**config.mk**
```make
export PLATFORM = sky130hd
export DESIGN_NAME = hfe_frame_engine
export DESIGN_NICKNAME = d
export VERILOG_FILES = /design/src/rtl/hfe_frame_engine.v /design/src/rtl/hfe_fifo.v
export VERILOG_INCLUDE_DIRS = /design/src /design/src/include
export SDC_FILE = /design/constraint.sdc
export NUM_CORES = 1
export LEC_CHECK = 0
export ABC_AREA = 1
export BUFFER_PORTS_ARGS = -buffer_cell sky130_fd_sc_hd__clkbuf_2
export CAP_MARGIN = 25
export CELL_PAD_IN_SITES_DETAIL_PLACEMENT = 0
export CELL_PAD_IN_SITES_GLOBAL_PLACEMENT = 2
export CORE_AREA = 8 8 160 162
export CTS_BUF_LIST = sky130_fd_sc_hd__clkbuf_4
export DETAILED_ROUTE_END_ITERATION = 10
export DIE_AREA = 0 0 168 170
export GPL_ROUTABILITY_DRIVEN = 0
export PLACE_DENSITY = 0.86
export SETUP_SLACK_MARGIN = 0.15
export SLEW_MARGIN = 10
export SYNTH_ARGS = -nofsm -noshare
export SYNTH_HDL_FRONTEND = slang
export SYNTH_SLANG_ARGS = --single-unit
```
**constraint.sdc**
```tcl
create_clock -name clk_sys -period 3.55 [get_ports clk_sys]
set_input_delay 0.8875 -clock clk_sys [delete_from_list [all_inputs] [get_ports clk_sys]]
set_output_delay 0.8875 -clock clk_sys [all_outputs]
set_load 0.005 [all_outputs]
```
**src/include/hfe_defs.vh**
```
/*
 * Constants of the bit-oriented frame engine: line patterns, bit runs,
 * block check values and default sizes.
 * Assumes it is included by bare name from the design files.
 */
`ifndef HFE_DEFS_VH
`define HFE_DEFS_VH

`define HFE_FLAG 8'h7e
`define HFE_MARK 8'hff
`define HFE_ABORT_PAT 8'hff
`define HFE_BCAST 8'hff
`define HFE_STUFF_RUN 3'h5
`define HFE_FLAG_RUN 3'h6
`define HFE_ABORT_RUN 3'h7
`define HFE_DLY_BITS 3'h6
`define HFE_CHAR_MAX 4'h8
`define HFE_FCS_BITS 5'h10
`define HFE_MIN_BYTES 2'h3
`define HFE_CRC_INIT 16'hffff
`define HFE_CRC_POLY 16'h8408
`define HFE_CRC_GOOD 16'hf0b8
`define HFE_BIT_DIV 4
`define HFE_FIFO_DEPTH 4
`define HFE_FIFO_AW 2

`endif

```
**src/rtl/hfe_frame_engine.v**
```verilog
/*
 * Bit-oriented frame engine: flag framing, zero stuffing, CRC-CCITT,
 * address filtering and abort handling on one serial transmit and one
 * serial receive line.
 * Assumes rx_line is valid when rx_bit_stb pulses, BIT_DIV of at least 2,
 * and static configuration inputs while frames are in flight.
 */
`timescale 1ns/1ps
`include "hfe_defs.vh"

module hfe_frame_engine #(
    parameter BIT_DIV = `HFE_BIT_DIV,
    parameter FIFO_DEPTH = `HFE_FIFO_DEPTH,
    parameter FIFO_AW = `HFE_FIFO_AW
) (
    input wire clk_sys,
    input wire rst,
    input wire cfg_secondary,
    input wire cfg_ext_addr,
    input wire [7:0] cfg_addr0,
    input wire [7:0] cfg_addr1,
    input wire cfg_idle_flags,
    input wire cfg_rx_en,
    input wire [3:0] cfg_char_bits,
    input wire tx_valid,
    input wire [7:0] tx_data,
    input wire tx_last,
    input wire tx_abort,
    output wire tx_ready,
    output reg tx_line_ff,
    output reg tx_busy_ff,
    input wire rx_line,
    input wire rx_bit_stb,
    output reg [7:0] rx_data_ff,
    output reg rx_valid_ff,
    output reg rx_last_ff,
    output reg rx_err_crc_ff,
    output reg rx_err_frag_ff,
    output reg rx_abort_ff
);

localparam [5:0] TX_IDLE = 6'h01;
localparam [5:0] TX_OPEN = 6'h02;
localparam [5:0] TX_DATA = 6'h04;
localparam [5:0] TX_FCS = 6'h08;
localparam [5:0] TX_CLOSE = 6'h10;
localparam [5:0] TX_ABORT = 6'h20;
localparam [15:0] DIV_LAST = BIT_DIV - 1;

function [15:0] crc_step;
    input [15:0] crc;
    input b;
    begin
        crc_step = {1'b0, crc[15:1]};
        if (crc[0] ^ b) begin
            crc_step = crc_step ^ `HFE_CRC_POLY;
        end
    end
endfunction

// Other sizes are taken as given; out-of-range codes fall back to eight.
wire [3:0] csz = (cfg_char_bits == 4'h0 || cfg_char_bits > `HFE_CHAR_MAX) ?
    `HFE_CHAR_MAX : cfg_char_bits;

////////////////////////////////////////////////////////////////////////////////
// Transmit buffer and bit-rate divider.

wire f_valid;
wire [9:0] f_data;
reg f_pop;
reg [15:0] div_ff;
reg bit_en_ff;

hfe_fifo #(
    .W(10),
    .DEPTH(FIFO_DEPTH),
    .AW(FIFO_AW)
) u_tx_fifo (
    .clk_sys(clk_sys),
    .rst(rst),
    .s_valid(tx_valid),
    .s_data({tx_abort, tx_last, tx_data}),
    .s_ready(tx_ready),
    .m_valid(f_valid),
    .m_data(f_data),
    .m_ready(f_pop)
);

always @(posedge clk_sys) begin
    if (rst) begin
        div_ff <= 16'h0000;
        bit_en_ff <= 1'b0;
    end else begin
        div_ff <= (div_ff == DIV_LAST) ? 16'h0000 : div_ff + 16'h0001;
        bit_en_ff <= (div_ff == DIV_LAST);
    end
end

////////////////////////////////////////////////////////////////////////////////
// Transmitter.

reg [5:0] tx_st_ff;
reg [15:0] tx_sh_ff;
reg [4:0] tx_cnt_ff;
reg tx_stf_ff;
reg [2:0] tx_ones_ff;
reg [15:0] tx_crc_ff;
reg tx_crcen_ff;
reg tx_lastb_ff;
reg [5:0] nxt_st;
reg [15:0] nxt_sh;
reg [4:0] nxt_cnt;
reg nxt_stf;
reg [2:0] nxt_ones;
reg [15:0] nxt_crc;
reg nxt_crcen;
reg nxt_line;
reg nxt_lastb;

wire stuff_due = tx_stf_ff && (tx_ones_ff == `HFE_STUFF_RUN);
wire [7:0] idle_pat = cfg_idle_flags ? `HFE_FLAG : `HFE_MARK;

// Words are loaded in a cycle without a bit strobe, so loading never
// costs a bit slot on the line.
always @* begin
    nxt_st = tx_st_ff;
    nxt_sh = tx_sh_ff;
    nxt_cnt = tx_cnt_ff;
    nxt_stf = tx_stf_ff;
    nxt_ones = tx_ones_ff;
    nxt_crc = tx_crc_ff;
    nxt_crcen = tx_crcen_ff;
    nxt_line = tx_line_ff;
    nxt_lastb = tx_lastb_ff;
    f_pop = 1'b0;
    if (bit_en_ff) begin
        if (stuff_due) begin
            nxt_line = 1'b0;
            nxt_ones = 3'h0;
        end else if (tx_cnt_ff != 5'h00) begin
            nxt_line = tx_sh_ff[0];
            nxt_sh = {1'b1, tx_sh_ff[15:1]};
            nxt_cnt = tx_cnt_ff - 5'h01;
            nxt_ones = (tx_stf_ff && tx_sh_ff[0]) ? tx_ones_ff + 3'h1 : 3'h0;
            if (tx_crcen_ff) begin
                nxt_crc = crc_step(tx_crc_ff, tx_sh_ff[0]);
            end
        end
    end else if (tx_cnt_ff == 5'h00 && !stuff_due) begin
        // A pending stuffed zero goes out first, or it is lost before the flag.
        nxt_stf = 1'b0;
        nxt_crcen = 1'b0;
        nxt_ones = 3'h0;
        nxt_cnt = 5'h08;
        nxt_sh = {8'h00, idle_pat};
        case (tx_st_ff)
            TX_IDLE, TX_ABORT: begin
                nxt_st = TX_IDLE;
                if (f_valid) begin
                    f_pop = f_data[9];
                    if (!f_data[9]) begin
                        nxt_st = TX_OPEN;
                        nxt_sh = {8'h00, `HFE_FLAG};
                        nxt_crc = `HFE_CRC_INIT;
                    end
                end
            end
            TX_FCS: begin
                nxt_st = TX_CLOSE;
                nxt_sh = {8'h00, `HFE_FLAG};
            end
            TX_OPEN, TX_CLOSE, TX_DATA: begin
                if (tx_st_ff == TX_DATA && tx_lastb_ff) begin
                    nxt_st = TX_FCS;
                    nxt_sh = ~tx_crc_ff;
                    nxt_cnt = `HFE_FCS_BITS;
                    nxt_stf = 1'b1;
                    nxt_ones = tx_ones_ff;
                end else if (f_valid) begin
                    f_pop = 1'b1;
                    if (f_data[9]) begin
                        nxt_st = TX_ABORT;
                        nxt_sh = {8'h00, `HFE_ABORT_PAT};
                    end else begin
                        nxt_st = TX_DATA;
                        nxt_sh = {8'h00, f_data[7:0]};
                        nxt_cnt = {1'b0, csz};
                        nxt_stf = 1'b1;
                        nxt_crcen = 1'b1;
                        nxt_ones = tx_ones_ff;
                        nxt_lastb = f_data[8];
                        if (tx_st_ff == TX_CLOSE) begin
                            nxt_crc = `HFE_CRC_INIT;
                        end
                    end
                end else if (tx_st_ff == TX_OPEN) begin
                    nxt_sh = {8'h00, `HFE_FLAG};
                end else if (tx_st_ff == TX_CLOSE) begin
                    nxt_st = TX_IDLE;
                end else begin
                    // Underrun inside a frame cannot be recovered; abort it.
                    nxt_st = TX_ABORT;
                    nxt_sh = {8'h00, `HFE_ABORT_PAT};
                end
            end
            default: begin
                nxt_st = TX_IDLE;
            end
        endcase
    end
end

always @(posedge clk_sys) begin
    if (rst) begin
        tx_st_ff <= TX_IDLE;
        tx_sh_ff <= 16'h0000;
        tx_cnt_ff <= 5'h00;
        tx_stf_ff <= 1'b0;
        tx_ones_ff <= 3'h0;
        tx_crc_ff <= `HFE_CRC_INIT;
        tx_crcen_ff <= 1'b0;
        tx_lastb_ff <= 1'b0;
        tx_line_ff <= 1'b1;
        tx_busy_ff <= 1'b0;
    end else begin
        tx_st_ff <= nxt_st;
        tx_sh_ff <= nxt_sh;
        tx_cnt_ff <= nxt_cnt;
        tx_stf_ff <= nxt_stf;
        tx_ones_ff <= nxt_ones;
        tx_crc_ff <= nxt_crc;
        tx_crcen_ff <= nxt_crcen;
        tx_lastb_ff <= nxt_lastb;
        tx_line_ff <= nxt_line;
        tx_busy_ff <= (nxt_st != TX_IDLE);
    end
end

////////////////////////////////////////////////////////////////////////////////
// Receiver.

reg [2:0] rx_ones_ff;
reg rx_inf_ff;
reg [5:0] rx_dq_ff;
reg [2:0] rx_dqn_ff;
reg [7:0] rx_as_ff;
reg [3:0] rx_an_ff;
reg [15:0] rx_crc_ff;
reg [7:0] rx_hold_ff;
reg rx_hv_ff;
reg [1:0] rx_idx_ff;
reg rx_aok_ff;
reg rx_adone_ff;
reg rx_sent_ff;
reg [2:0] nxt_r_ones;
reg nxt_inf;
reg [5:0] nxt_dq;
reg [2:0] nxt_dqn;
reg [7:0] nxt_as;
reg [3:0] nxt_an;
reg [15:0] nxt_rcrc;
reg [7:0] nxt_hold;
reg nxt_hv;
reg [1:0] nxt_idx;
reg nxt_aok;
reg nxt_adone;
reg nxt_sent;
reg [7:0] nxt_rdata;
reg nxt_rvalid;
reg nxt_rlast;
reg nxt_ecrc;
reg nxt_efrag;
reg nxt_rabort;
reg dbit;

// Data bits pass a six-bit delay so that the zero and five ones that
// open a flag are dropped before they reach the character assembler.
always @* begin
    nxt_r_ones = rx_ones_ff;
    nxt_inf = rx_inf_ff;
    nxt_dq = rx_dq_ff;
    nxt_dqn = rx_dqn_ff;
    nxt_as = rx_as_ff;
    nxt_an = rx_an_ff;
    nxt_rcrc = rx_crc_ff;
    nxt_hold = rx_hold_ff;
    nxt_hv = rx_hv_ff;
    nxt_idx = rx_idx_ff;
    nxt_aok = rx_aok_ff;
    nxt_adone = rx_adone_ff;
    nxt_sent = rx_sent_ff;
    nxt_rdata = rx_data_ff;
    nxt_rvalid = 1'b0;
    nxt_rlast = 1'b0;
    nxt_ecrc = 1'b0;
    nxt_efrag = 1'b0;
    nxt_rabort = 1'b0;
    dbit = 1'b0;
    if (!cfg_rx_en) begin
        nxt_inf = 1'b0;
        nxt_r_ones = 3'h0;
        nxt_hv = 1'b0;
        nxt_sent = 1'b0;
    end else if (rx_bit_stb) begin
        if (rx_line) begin
            if (rx_ones_ff == `HFE_FLAG_RUN) begin
                nxt_r_ones = `HFE_ABORT_RUN;
                nxt_rabort = rx_inf_ff && rx_sent_ff;
                nxt_inf = 1'b0;
                nxt_hv = 1'b0;
                nxt_sent = 1'b0;
            end else if (rx_ones_ff != `HFE_ABORT_RUN) begin
                nxt_r_ones = rx_ones_ff + 3'h1;
                dbit = (rx_ones_ff < `HFE_STUFF_RUN);
            end
        end else begin
            nxt_r_ones = 3'h0;
            dbit = (rx_ones_ff < `HFE_STUFF_RUN);
            if (rx_ones_ff == `HFE_FLAG_RUN) begin
                if (rx_inf_ff && rx_hv_ff && rx_aok_ff && rx_adone_ff) begin
                    nxt_rdata = rx_hold_ff;
                    nxt_rvalid = 1'b1;
                    nxt_rlast = 1'b1;
                    nxt_ecrc = (rx_crc_ff != `HFE_CRC_GOOD);
                    nxt_efrag = (rx_an_ff != 4'h0) ||
                        (rx_idx_ff != `HFE_MIN_BYTES);
                end
                nxt_inf = 1'b1;
                nxt_dqn = 3'h0;
                nxt_as = 8'h00;
                nxt_an = 4'h0;
                nxt_rcrc = `HFE_CRC_INIT;
                nxt_hv = 1'b0;
                nxt_idx = 2'h0;
                nxt_aok = 1'b0;
                nxt_adone = 1'b0;
                nxt_sent = 1'b0;
            end
        end
        if (dbit && rx_inf_ff) begin
            nxt_dq = {rx_line, rx_dq_ff[5:1]};
            if (rx_dqn_ff != `HFE_DLY_BITS) begin
                nxt_dqn = rx_dqn_ff + 3'h1;
            end else begin
                nxt_rcrc = crc_step(rx_crc_ff, rx_dq_ff[0]);
                nxt_as[rx_an_ff[2:0]] = rx_dq_ff[0];
                nxt_an = rx_an_ff + 4'h1;
                if (nxt_an == csz) begin
                    nxt_an = 4'h0;
                    nxt_as = 8'h00;
                    nxt_hold = rx_as_ff;
                    nxt_hold[rx_an_ff[2:0]] = rx_dq_ff[0];
                    nxt_hv = 1'b1;
                    if (rx_idx_ff != `HFE_MIN_BYTES) begin
                        nxt_idx = rx_idx_ff + 2'h1;
                    end
                    if (rx_idx_ff == 2'h0) begin
                        nxt_adone = !cfg_secondary || !cfg_ext_addr ||
                            nxt_hold[0];
                        nxt_aok = !cfg_secondary || (nxt_hold == cfg_addr0) ||
                            (nxt_hold == `HFE_BCAST);
                    end else if (!rx_adone_ff) begin
                        nxt_adone = 1'b1;
                        nxt_aok = rx_aok_ff && (nxt_hold == cfg_addr1);
                    end
                    if (rx_hv_ff && nxt_aok && nxt_adone) begin
                        nxt_rdata = rx_hold_ff;
                        nxt_rvalid = 1'b1;
                        nxt_sent = 1'b1;
                    end
                end
            end
        end
    end
end

always @(posedge clk_sys) begin
    if (rst) begin
        rx_ones_ff <= 3'h0;
        rx_inf_ff <= 1'b0;
        rx_dq_ff <= 6'h00;
        rx_dqn_ff <= 3'h0;
        rx_as_ff <= 8'h00;
        rx_an_ff <= 4'h0;
        rx_crc_ff <= `HFE_CRC_INIT;
        rx_hold_ff <= 8'h00;
        rx_hv_ff <= 1'b0;
        rx_idx_ff <= 2'h0;
        rx_aok_ff <= 1'b0;
        rx_adone_ff <= 1'b0;
        rx_sent_ff <= 1'b0;
        rx_data_ff <= 8'h00;
        rx_valid_ff <= 1'b0;
        rx_last_ff <= 1'b0;
        rx_err_crc_ff <= 1'b0;
        rx_err_frag_ff <= 1'b0;
        rx_abort_ff <= 1'b0;
    end else begin
        rx_ones_ff <= nxt_r_ones;
        rx_inf_ff <= nxt_inf;
        rx_dq_ff <= nxt_dq;
        rx_dqn_ff <= nxt_dqn;
        rx_as_ff <= nxt_as;
        rx_an_ff <= nxt_an;
        rx_crc_ff <= nxt_rcrc;
        rx_hold_ff <= nxt_hold;
        rx_hv_ff <= nxt_hv;
        rx_idx_ff <= nxt_idx;
        rx_aok_ff <= nxt_aok;
        rx_adone_ff <= nxt_adone;
        rx_sent_ff <= nxt_sent;
        rx_data_ff <= nxt_rdata;
        rx_valid_ff <= nxt_rvalid;
        rx_last_ff <= nxt_rlast;
        rx_err_crc_ff <= nxt_ecrc;
        rx_err_frag_ff <= nxt_efrag;
        rx_abort_ff <= nxt_rabort;
    end
end

endmodule

```
**src/rtl/hfe_fifo.v**
```verilog
/*
 * Small first-in first-out buffer with valid and ready on both sides.
 * Assumes a power-of-two depth and one clock with synchronous reset.
 */
`timescale 1ns/1ps

module hfe_fifo #(
    parameter W = 10,
    parameter DEPTH = 4,
    parameter AW = 2
) (
    input wire clk_sys,
    input wire rst,
    input wire s_valid,
    input wire [W-1:0] s_data,
    output wire s_ready,
    output wire m_valid,
    output wire [W-1:0] m_data,
    input wire m_ready
);

localparam [AW:0] FULL = DEPTH;

reg [W-1:0] mem_ff [0:DEPTH-1];
reg [AW-1:0] wp_ff;
reg [AW-1:0] rp_ff;
reg [AW:0] cnt_ff;
reg rdy_ff;
reg [AW:0] nxt_cnt;
wire push;
wire pop;

// Ready is registered so the engine's ready port comes from a flip-flop.
assign s_ready = rdy_ff;
assign m_valid = (cnt_ff != {(AW+1){1'b0}});
assign m_data = mem_ff[rp_ff];
assign push = s_valid && rdy_ff;
assign pop = m_valid && m_ready;

always @* begin
    nxt_cnt = cnt_ff;
    if (push && !pop) begin
        nxt_cnt = cnt_ff + {{AW{1'b0}}, 1'b1};
    end else if (pop && !push) begin
        nxt_cnt = cnt_ff - {{AW{1'b0}}, 1'b1};
    end
end

always @(posedge clk_sys) begin
    if (push) begin
        mem_ff[wp_ff] <= s_data;
    end
end

always @(posedge clk_sys) begin
    if (rst) begin
        wp_ff <= {AW{1'b0}};
        rp_ff <= {AW{1'b0}};
        cnt_ff <= {(AW+1){1'b0}};
        rdy_ff <= 1'b0;
    end else begin
        if (push) begin
            wp_ff <= wp_ff + {{(AW-1){1'b0}}, 1'b1};
        end
        if (pop) begin
            rp_ff <= rp_ff + {{(AW-1){1'b0}}, 1'b1};
        end
        cnt_ff <= nxt_cnt;
        rdy_ff <= (nxt_cnt != FULL);
    end
end

endmodule

```
==> results of run 1 <==
==> routing by layer <==
layer | part of all wire, % | vias up | routed length (um) | track usage, %
met4 | 0.85 | 0 | 189 | 3.92
met1 | 50 | 3552 | 11200 | 21.4
met3 | 2.6 | 14 | 571 | 2.48
met5 | 0 | - | 0 | 0
li1 | - | 4059 | - | -
met2 | 46 | 105 | 10300 | 26.4
==> per-stage QoR <==
step | hold slack [ns] | worst slack [ns]
4_1_cts | 0.454 | 0.704
5_1_grt | 0.442 | 0.308
2_1_floorplan | 0.418 | 1.19
6_report | 0.457 | 0.721
3_5_place_dp | 0.435 | 0.785
3_3_place_gp | 0.436 | 0.753
==> critical path: cells and delay by family, from the launching register on <==
kind                   cells  cell delay (ns)
flip-flops                 1             0.72
AO/OA/AOI/OAI              5             0.85
buffers and inverters      3             0.70
AND/OR/NAND/NOR            3             0.47
==> registers in the layout (all words and copies together) (netlist names), 2 cells and up, named ones only <==
| name | cells |
|---|---|
| div_ff | 16 |
| rx_an_ff | 4 |
| rx_as_ff | 8 |
| rx_crc_ff | 16 |
| rx_data_ff | 8 |
| rx_dq_ff | 6 |
| rx_dqn_ff | 3 |
| rx_hold_ff | 8 |
| rx_idx_ff | 2 |
| rx_ones_ff | 3 |
| tx_cnt_ff | 5 |
| tx_crc_ff | 16 |
| tx_ones_ff | 3 |
| tx_sh_ff | 16 |
| tx_st_ff | 6 |
| u_tx_fifo.cnt_ff | 3 |
| u_tx_fifo.mem_ff | 40 |
| u_tx_fifo.rp_ff | 2 |
| u_tx_fifo.wp_ff | 2 |
==> how the worst min path moves through the flow <==
stage                                            end  slack (ns)  depth (start not counted)
finish                          div_ff[0]$_SDFF_PP0_        0.46                          1
global route        u_tx_fifo.mem_ff[3][6]$_DFFE_PP_        0.44                          1
CTS                 u_tx_fifo.mem_ff[2][6]$_DFFE_PP_        0.45                          1
detailed placement              div_ff[0]$_SDFF_PP0_        0.43                          1
global placement                div_ff[0]$_SDFF_PP0_        0.44                          1
floorplan                       div_ff[0]$_SDFF_PP0_        0.42                          1
==> cells by family after synthesis <==
kind of cell / synth area share, %
AO/OA/AOI/OAI: 19.5
multiplexers: 0.111
adder cells (fa/ha/maj): 2.90
flip-flops: 45.6
XOR/XNOR: 0.857
AND/OR/NAND/NOR: 22.2
buffers and inverters: 8.82
==> report_power, final <==
part / switching, uW / internal, uW / leakage, uW
Combinational: 842 / 415 / 0.00237
Clock: 826 / 324 / 0.000153
Sequential: 142 / 2410 / 0.00155
==> layout make-up <==
type / count / share of cell area [%]
antenna: 2 / 0.0508
clock buffer: 17 / 1.29
clock inverter: 15 / 1.56
inverter: 149 / 5.67
multi-input combinational: 780 / 41.9
sequential: 186 / 41.8
tap: 290 / 3.68
timing repair buffer: 71 / 4.04
==> placed cells by master, fill, tap and decap left out, types with 3 or more instances in the layout <==
cell type and n:
nand2_1 190, nor2_4 3, ha_1 21, nor2_2 4, xor2_1 6, a31oi_1 10
a21oi_1 79, nor3b_1 3, o22ai_1 15, o32ai_1 7, inv_8 5, nand2_2 8
nand4_1 22, inv_2 12, nand3_2 4, nand3_1 73, dfxtp_1 146, edfxtp_1 40
o31ai_1 3, o21ai_0 113, nand3b_1 6, clkbuf_4 17, o211ai_1 30, inv_1 135
inv_6 5, nor3_1 9, or2_2 8, clkbuf_2 54, a22oi_1 4, a221oi_1 15
buf_4 17, nor4_1 5, a211oi_1 3, o21a_1 3, nor2_1 113
==> impl_results.md, run 1 <==
- Min-Delay Path Class: reg2reg
- Post-synth top cells: nand2_1, dfxtp_1, inv_1
- Hold path start: div_ff[0]$_SDFF_PP0_
- Die Ht: 170 um
- First-pass GRT wire length: 37200 um
- Top achievable clock speed: 354 MHz
- Drt drc: 0
- Dpl cells: between 1000 and 1500
- Synth async-reset ratio: 0%
- Top cell type's share of synthesized area: roughly 32%
- Post-layout util: 42.8%
- Cell Pwr Density: 503 mW/mm2
- DRT Pass-1 Iters: 7
- Yosys top cell by area: dfxtp_1
- Critical path arrival: 3.31 ns
- Final ANT Viol Nets: 0
- Layout area overhead: 8.93%
- I/O pin cnt: 55
- Area of the multi-input gates: roughly 0.0041 mm2
- Largest stage delay on the critical path: 0.72 ns
- Slowest CP cell: dfxtp_1
- Placed cell areas: ~0.0096 mm2
- Pwr Total: approximately 5000 uW
- Full die area: around 0.029 mm2
- EDFF count, synth: 40
- Synth top area cells: dfxtp_1, edfxtp_1, nand2_1
- Worst Path Required: between 4 and 5 ns
- Leak Pwr: between 0.004 and 0.005 uW
- Design Area, Final: about 0.0099 mm2
- CTS tree: built
- Setup Skew: ~0.036 ns
- CTS sink count: 186
- IO Port Bufs: 54
- R2R setup slack: between 0.7 and 0.8 ns
- Ys Warns: 0
- R2r worst-path depth: 11
- Cell count after synthesis: 1164
- Setup bufs post-CTS: 0
- GRT Residual Overflow: 0
- Core ar.: around 0.023 mm2
- DR iter-0 viols: 447
- Crit start category: flop
- Via count: around 7700
- Final wirelength: between 20000 and 25000 um
- Max-slew headroom: between 50% and 60%
- Num CTS Buffers: 17
- VDD IR max: about 0.00026 V
- Syn avg cell area: roughly 7.8 um2
- Post_cts resized: 0
- Worst skew pair latency: roughly 0.58 ns
- Synthesized cell area: 0.00905 mm2
- Initial Util: around two fifths
- Hold buffers post-CTS: 0
- Root Buffer: clkbuf_4
- Setup TNS: 0 ns
- Synth Flop Type: dfxtp_1
- Top-count cell post-synth: nand2_1
- Tcrit/Tclk final: about four fifths
- H-tree lvl count: 4
- Fillers: 2405
- Crit path max fanout: 25
- Worst-margin pin slew: between 0.6 and 0.7 ns
- Flops & latches, synth: 186
- Distinct cells, synth: 55
- Max Root-Sink Buffers: 2
- Largest net degree at the start of global routing: 44
- # nets final: roughly 1300
- Register area: slightly above 0.004 mm2
- Crit Path Class: reg2reg
- Share of cells above drive strength 1: between 10% and 20%
- Initial antenna violation count: 1
- Finished Layout Cells: about 1500
- FF-to-FF End: tx_crc_ff[13]$_SDFFE_PP1P_
- Pins Over Slew Limit: 0
- Post-DR wirelength/cell: about 15 um
- Detail Placement HPWL: between 15000 and 20000 um
- Fin. Hold Viols: 0
- Status: complete, no violations
- Crit path time final: between 2 and 3 ns
- Post-synthesis sequential area ratio: a little under half
- Max-cap violations: 0
- Clk slew on worst S/H paths: roughly 0.16 ns
- Via density: about 5.1
- GRT Util Overall: about 16%
- Mapped Nets: between 1000 and 1500
- Vias in the first global route: 7257
- Cell breakdown of the critical path: inv_1 -> o21ai_0 -> o22a_1 -> nand2_2 -> nor2_2 -> inv_2 -> o21ai_2 -> nand3_2 -> inv_2 -> o21ai_0 -> o211ai_1
- Row cnt: 56
- Die Span X: approximately 170 um
- Setup violators final: 0
- RSZ-0062 raised after global routing: no
- Worst setup EP type: flop
- Worst setup path end: tx_crc_ff[13]$_SDFFE_PP1P_
Power figures use the tool's default switching activity.
==> inputs of run 2 (changes only) <==
--- a/config.mk
+++ b/config.mk
@@ -6,17 +6,17 @@
 export SDC_FILE = /design/constraint.sdc
 export NUM_CORES = 1
 export LEC_CHECK = 0
-export ABC_AREA = 1
+export ABC_AREA = 0
 export BUFFER_PORTS_ARGS = -buffer_cell sky130_fd_sc_hd__clkbuf_2
 export CAP_MARGIN = 25
 export CELL_PAD_IN_SITES_DETAIL_PLACEMENT = 0
 export CELL_PAD_IN_SITES_GLOBAL_PLACEMENT = 2
-export CORE_AREA = 8 8 160 162
+export CORE_AREA = 8 8 162 164
 export CTS_BUF_LIST = sky130_fd_sc_hd__clkbuf_4
 export DETAILED_ROUTE_END_ITERATION = 10
-export DIE_AREA = 0 0 168 170
+export DIE_AREA = 0 0 170 172
 export GPL_ROUTABILITY_DRIVEN = 0
-export PLACE_DENSITY = 0.86
+export PLACE_DENSITY = 0.82
 export SETUP_SLACK_MARGIN = 0.15
 export SLEW_MARGIN = 10
 export SYNTH_ARGS = -nofsm -noshare
==> constraint.sdc (replaced) <==
create_clock -name clk_sys -period 2.91 [get_ports clk_sys]
set_input_delay 0.7275 -clock clk_sys [delete_from_list [all_inputs] [get_ports clk_sys]]
set_output_delay 0.7275 -clock clk_sys [all_outputs]
set_load 0.005 [all_outputs]
==> run 2 against run 1 <==
Effect of this change:
- synthesized cell count shrank 9.8%
- fmax grew 2.6%
- total power grew 33%
- sequential share of layout area shrank 3.3 points
- worst hold slack lost 0.11 ns
- largest power group unchanged
- via count grew 2.1%
==> impl_results.md, run 2 <==
- Slowest CP cell: or4_1 (was dfxtp_1)
- Max Root-Sink Buffers: 2 (unchanged)
- GRT Residual Overflow: 0 (unchanged)
- Die Span X: 170 um (was 168 um)
- EDFF count, synth: 40 (unchanged)
- Mapped Nets: 1110 (was 1224)
- Cell breakdown of the critical path: buf_6 -> and3b_1 -> o311ai_0 -> or4_1 -> or4_4 -> a2111oi_4 -> o21a_1 -> buf_6 -> o211ai_1 (was inv_1 -> o21ai_0 -> o22a_1 -> nand2_2 -> nor2_2 -> inv_2 -> o21ai_2 -> nand3_2 -> inv_2 -> o21ai_0 -> o211ai_1)
- Initial antenna violation count: 1 (unchanged)
- Cell Pwr Density: 613 mW/mm2 (was 503 mW/mm2)
- Worst skew pair latency: 0.59 ns (was 0.58 ns)
- Post-synth top cells: dfxtp_1, nor2_1, nand2_1 (was nand2_1, dfxtp_1, inv_1)
- Post-synthesis sequential area ratio: 44.3% (was 45.6%)
- Crit start category: flop (unchanged)
- Top achievable clock speed: 363 MHz (was 354 MHz)
- Initial Util: 39.1% (was 39.3%)
- Post-layout util: 45.0% (was 42.8%)
- Worst slack, placed: 0.00235 ns (was 0.785 ns)
- Most frequent cells in the layout: dfxtp_1, nor2_1, nand2_1 (was nand2_1, dfxtp_1, inv_1)
- Final wirelength: 25100 um (was 22200 um)
- Layout area overhead: 15.1% (was 8.93%)
- Num CTS Buffers: 17 (unchanged)
- Worst Path Required: 3.39 ns (was 4.03 ns)
- Via count: 7895 (was 7730)
- Crit path time final: 2.76 ns (was 2.83 ns)
- Min-Delay Path Class: in2reg (was reg2reg)
- Fillers: 2419 (was 2405)
- DRT Pass-1 Iters: 6 (was 7)
- # nets final: 1189 (was 1265)
- Synthesized cell area: 0.00931 mm2 (was 0.00905 mm2)
- Max-cap violations: 0 (unchanged)
- Largest stage delay on the critical path: 0.50 ns (was 0.72 ns)
- H-tree lvl count: 4 (unchanged)
- Leak Pwr: 0.00391 uW (was 0.00407 uW)
- Via density: 5.38 (was 5.12)
- Fin. Hold Viols: 0 (unchanged)
- VDD IR max: 0.000388 V (was 0.000259 V)
- Pins Over Slew Limit: 0 (unchanged)
- Die Ht: 172 um (was 170 um)
- GRT Util Overall: 17.2% (was 15.9%)
- Max-slew headroom: 60.6% (was 58.5%)
- Commonest non-fill, non-tap cell in the layout: dfxtp_1 (was nand2_1)
- Top-count cell post-synth: dfxtp_1 (was nand2_1)
- Root Buffer: clkbuf_4 (unchanged)
- Most frequent CP cell: buf_6
- DR iter-0 viols: 443 (was 447)
- Syn avg cell area: 8.87 um2 (was 7.77 um2)
- Setup violators final: 0 (unchanged)
- CTS tree: built (unchanged)
- I/O pin cnt: 55 (unchanged)
- Hold_ws: 0.346 ns (was 0.457 ns)
- Detail Placement HPWL: 17200 um (was 16100 um)
- Worst-margin pin slew: 0.588 ns (was 0.620 ns)
- Vias in the first global route: 7612 (was 7257)
- RSZ-0062 raised after global routing: yes (was no)
- Core ar.: 0.0238 mm2 (was 0.0231 mm2)
- Setup Skew: 0.0408 ns (was 0.0363 ns)
- Hold buffers post-CTS: 0 (unchanged)
- Synth Flop Type: dfxtp_1 (unchanged)
- Largest Register: u_tx_fifo.mem_ff (unchanged)
- Critical path arrival: 3.24 ns (was 3.31 ns)
- Flops & latches, synth: 186 (unchanged)
- First-pass GRT wire length: 40500 um (was 37200 um)
- Worst setup EP type: flop (unchanged)
- Row cnt: 57 (was 56)
- CTS sink count: 186 (unchanged)
- Final ANT Viol Nets: 0 (unchanged)
- Clk slew on worst S/H paths: 0.20 ns (was 0.16 ns)
- R2R setup slack: 0.15 ns (was 0.72 ns)
- IO Port Bufs: 54 (unchanged)
- Share of cells above drive strength 1: 17.7% (was 12.1%)
- Worst setup margin: 0.153 ns (was 0.721 ns)
- Full die area: 0.0292 mm2 (was 0.0286 mm2)
- Status: complete, no violations (unchanged)
- Yosys top cell by area: dfxtp_1 (unchanged)
- Synth top area cells: dfxtp_1, edfxtp_1, nor2_1 (was dfxtp_1, edfxtp_1, nand2_1)
- Distinct cells, synth: 74 (was 55)
- Cell count after synthesis: 1050 (was 1164)
- Synth async-reset ratio: 0% (unchanged)
- Crit Path Class: reg2reg (unchanged)
- Crit path max fanout: 6 (was 25)
- Largest net degree at the start of global routing: 93 (was 44)
- Post-DR wirelength/cell: 17.1 um (was 14.7 um)
- Max reg flops: 40 (unchanged)
- Ys Warns: 0 (unchanged)
- Tcrit/Tclk final: 94.8% (was 79.7%)
- Top cell type's share of synthesized area: 31.4% (was 32.3%)
- Drt drc: 0 (unchanged)
## run 2: cell count changes in the layout (fill, tap and decap cells not counted), sizes merged, moves of 12 or more
cell,before,now
a211oi,3,20
a221oi,15,3
a22oi,4,23
and3,1,22
buf,17,75
inv,157,42
nand2,198,104
nand3,77,36
nand4,22,9
nor2b,0,28
nor3,10,46
o21ai,116,41
xnor2,1,28
## run 2: per-layer routing
| layer | global-route usage, % | up-vias | wire length (um) |
|---|---|---|---|
| met3 | 3.33 | 14 | 991 |
| met4 | 3.66 | 0 | 170 |
| li1 | - | 3978 | - |
| met5 | 0 | - | 0 |
| met2 | 26.8 | 136 | 11400 |
| met1 | 24.2 | 3767 | 12500 |
## run 2: critical path, delay by kind of cell, from the launching register on
family          cells  cell delay, ns
simple gates        3            1.18
buf+inv             2            0.26
compound gates      4            0.80
flops               1            0.43
## run 2: per-stage QoR
step                total power (uW)  TNS, ns  area [um2]  std cells
finish                          6570        0       10700       1468
global route                    7040        0       10700       1468
CTS                             6590        0       10600       1457
detailed placement              5010        0       10200       1425
global placement                5020  -0.0187       10200       1425
floorplan                       4440        0        9330       1050
## run 2: timing repair
item | CTS | global route
gates cloned | 0 | 1
gates resized for setup | 5 | 25
pin swaps | 1 | 2
buffers inserted | 0 | 8
endpoints found under the setup margin | 21 | 48
## run 2: where the power goes
group / internal, uW / leakage, uW / total [uW] / switching [uW]
Combinational: 831 / 0.00220 / 1980 / 1150
Clock: 434 / 0.000166 / 1550 / 1120
Sequential: 2890 / 0.00155 / 3040 / 157
## run 2: cell families after synthesis
family,after synthesis,synth area share [%]
AND/OR/NAND/NOR,416,22.1
AO/OA/AOI/OAI,256,18.2
XOR/XNOR,44,4.14
adder cells (fa/ha/maj),23,3.04
flip-flops,186,44.3
buffers and inverters,102,4.37
multiplexers,23,3.84
## run 2: path summary, 6_finish.rpt
| check | from | end | depth (start not counted) |
|---|---|---|---|
| max reg2reg | rx_an_ff[0]$_SDFFE_PP0P_ | rx_data_ff[6]$_SDFFE_PP0P_ | 9 |
| max | rx_an_ff[0]$_SDFFE_PP0P_ | rx_data_ff[6]$_SDFFE_PP0P_ | 9 |
| min reg2reg | rx_dq_ff[2]$_SDFFE_PP0P_ | rx_dq_ff[1]$_SDFFE_PP0P_ | 2 |
| min | tx_last | u_tx_fifo.mem_ff[3][8]$_DFFE_PP_ | 1 |
## run 2: cell type report
cell class | count | area (um2) | share of cell area [%]
diodes | 2 | 5.00 | 0.0467
clock buffers | 17 | 128 | 1.19
clock inverters | 15 | 193 | 1.80
inverters | 33 | 124 | 1.16
multi-input cells | 763 | 4860 | 45.4
flip-flops and latches | 186 | 4140 | 38.6
well taps | 324 | 405 | 3.78
repair buffers | 128 | 867 | 8.09
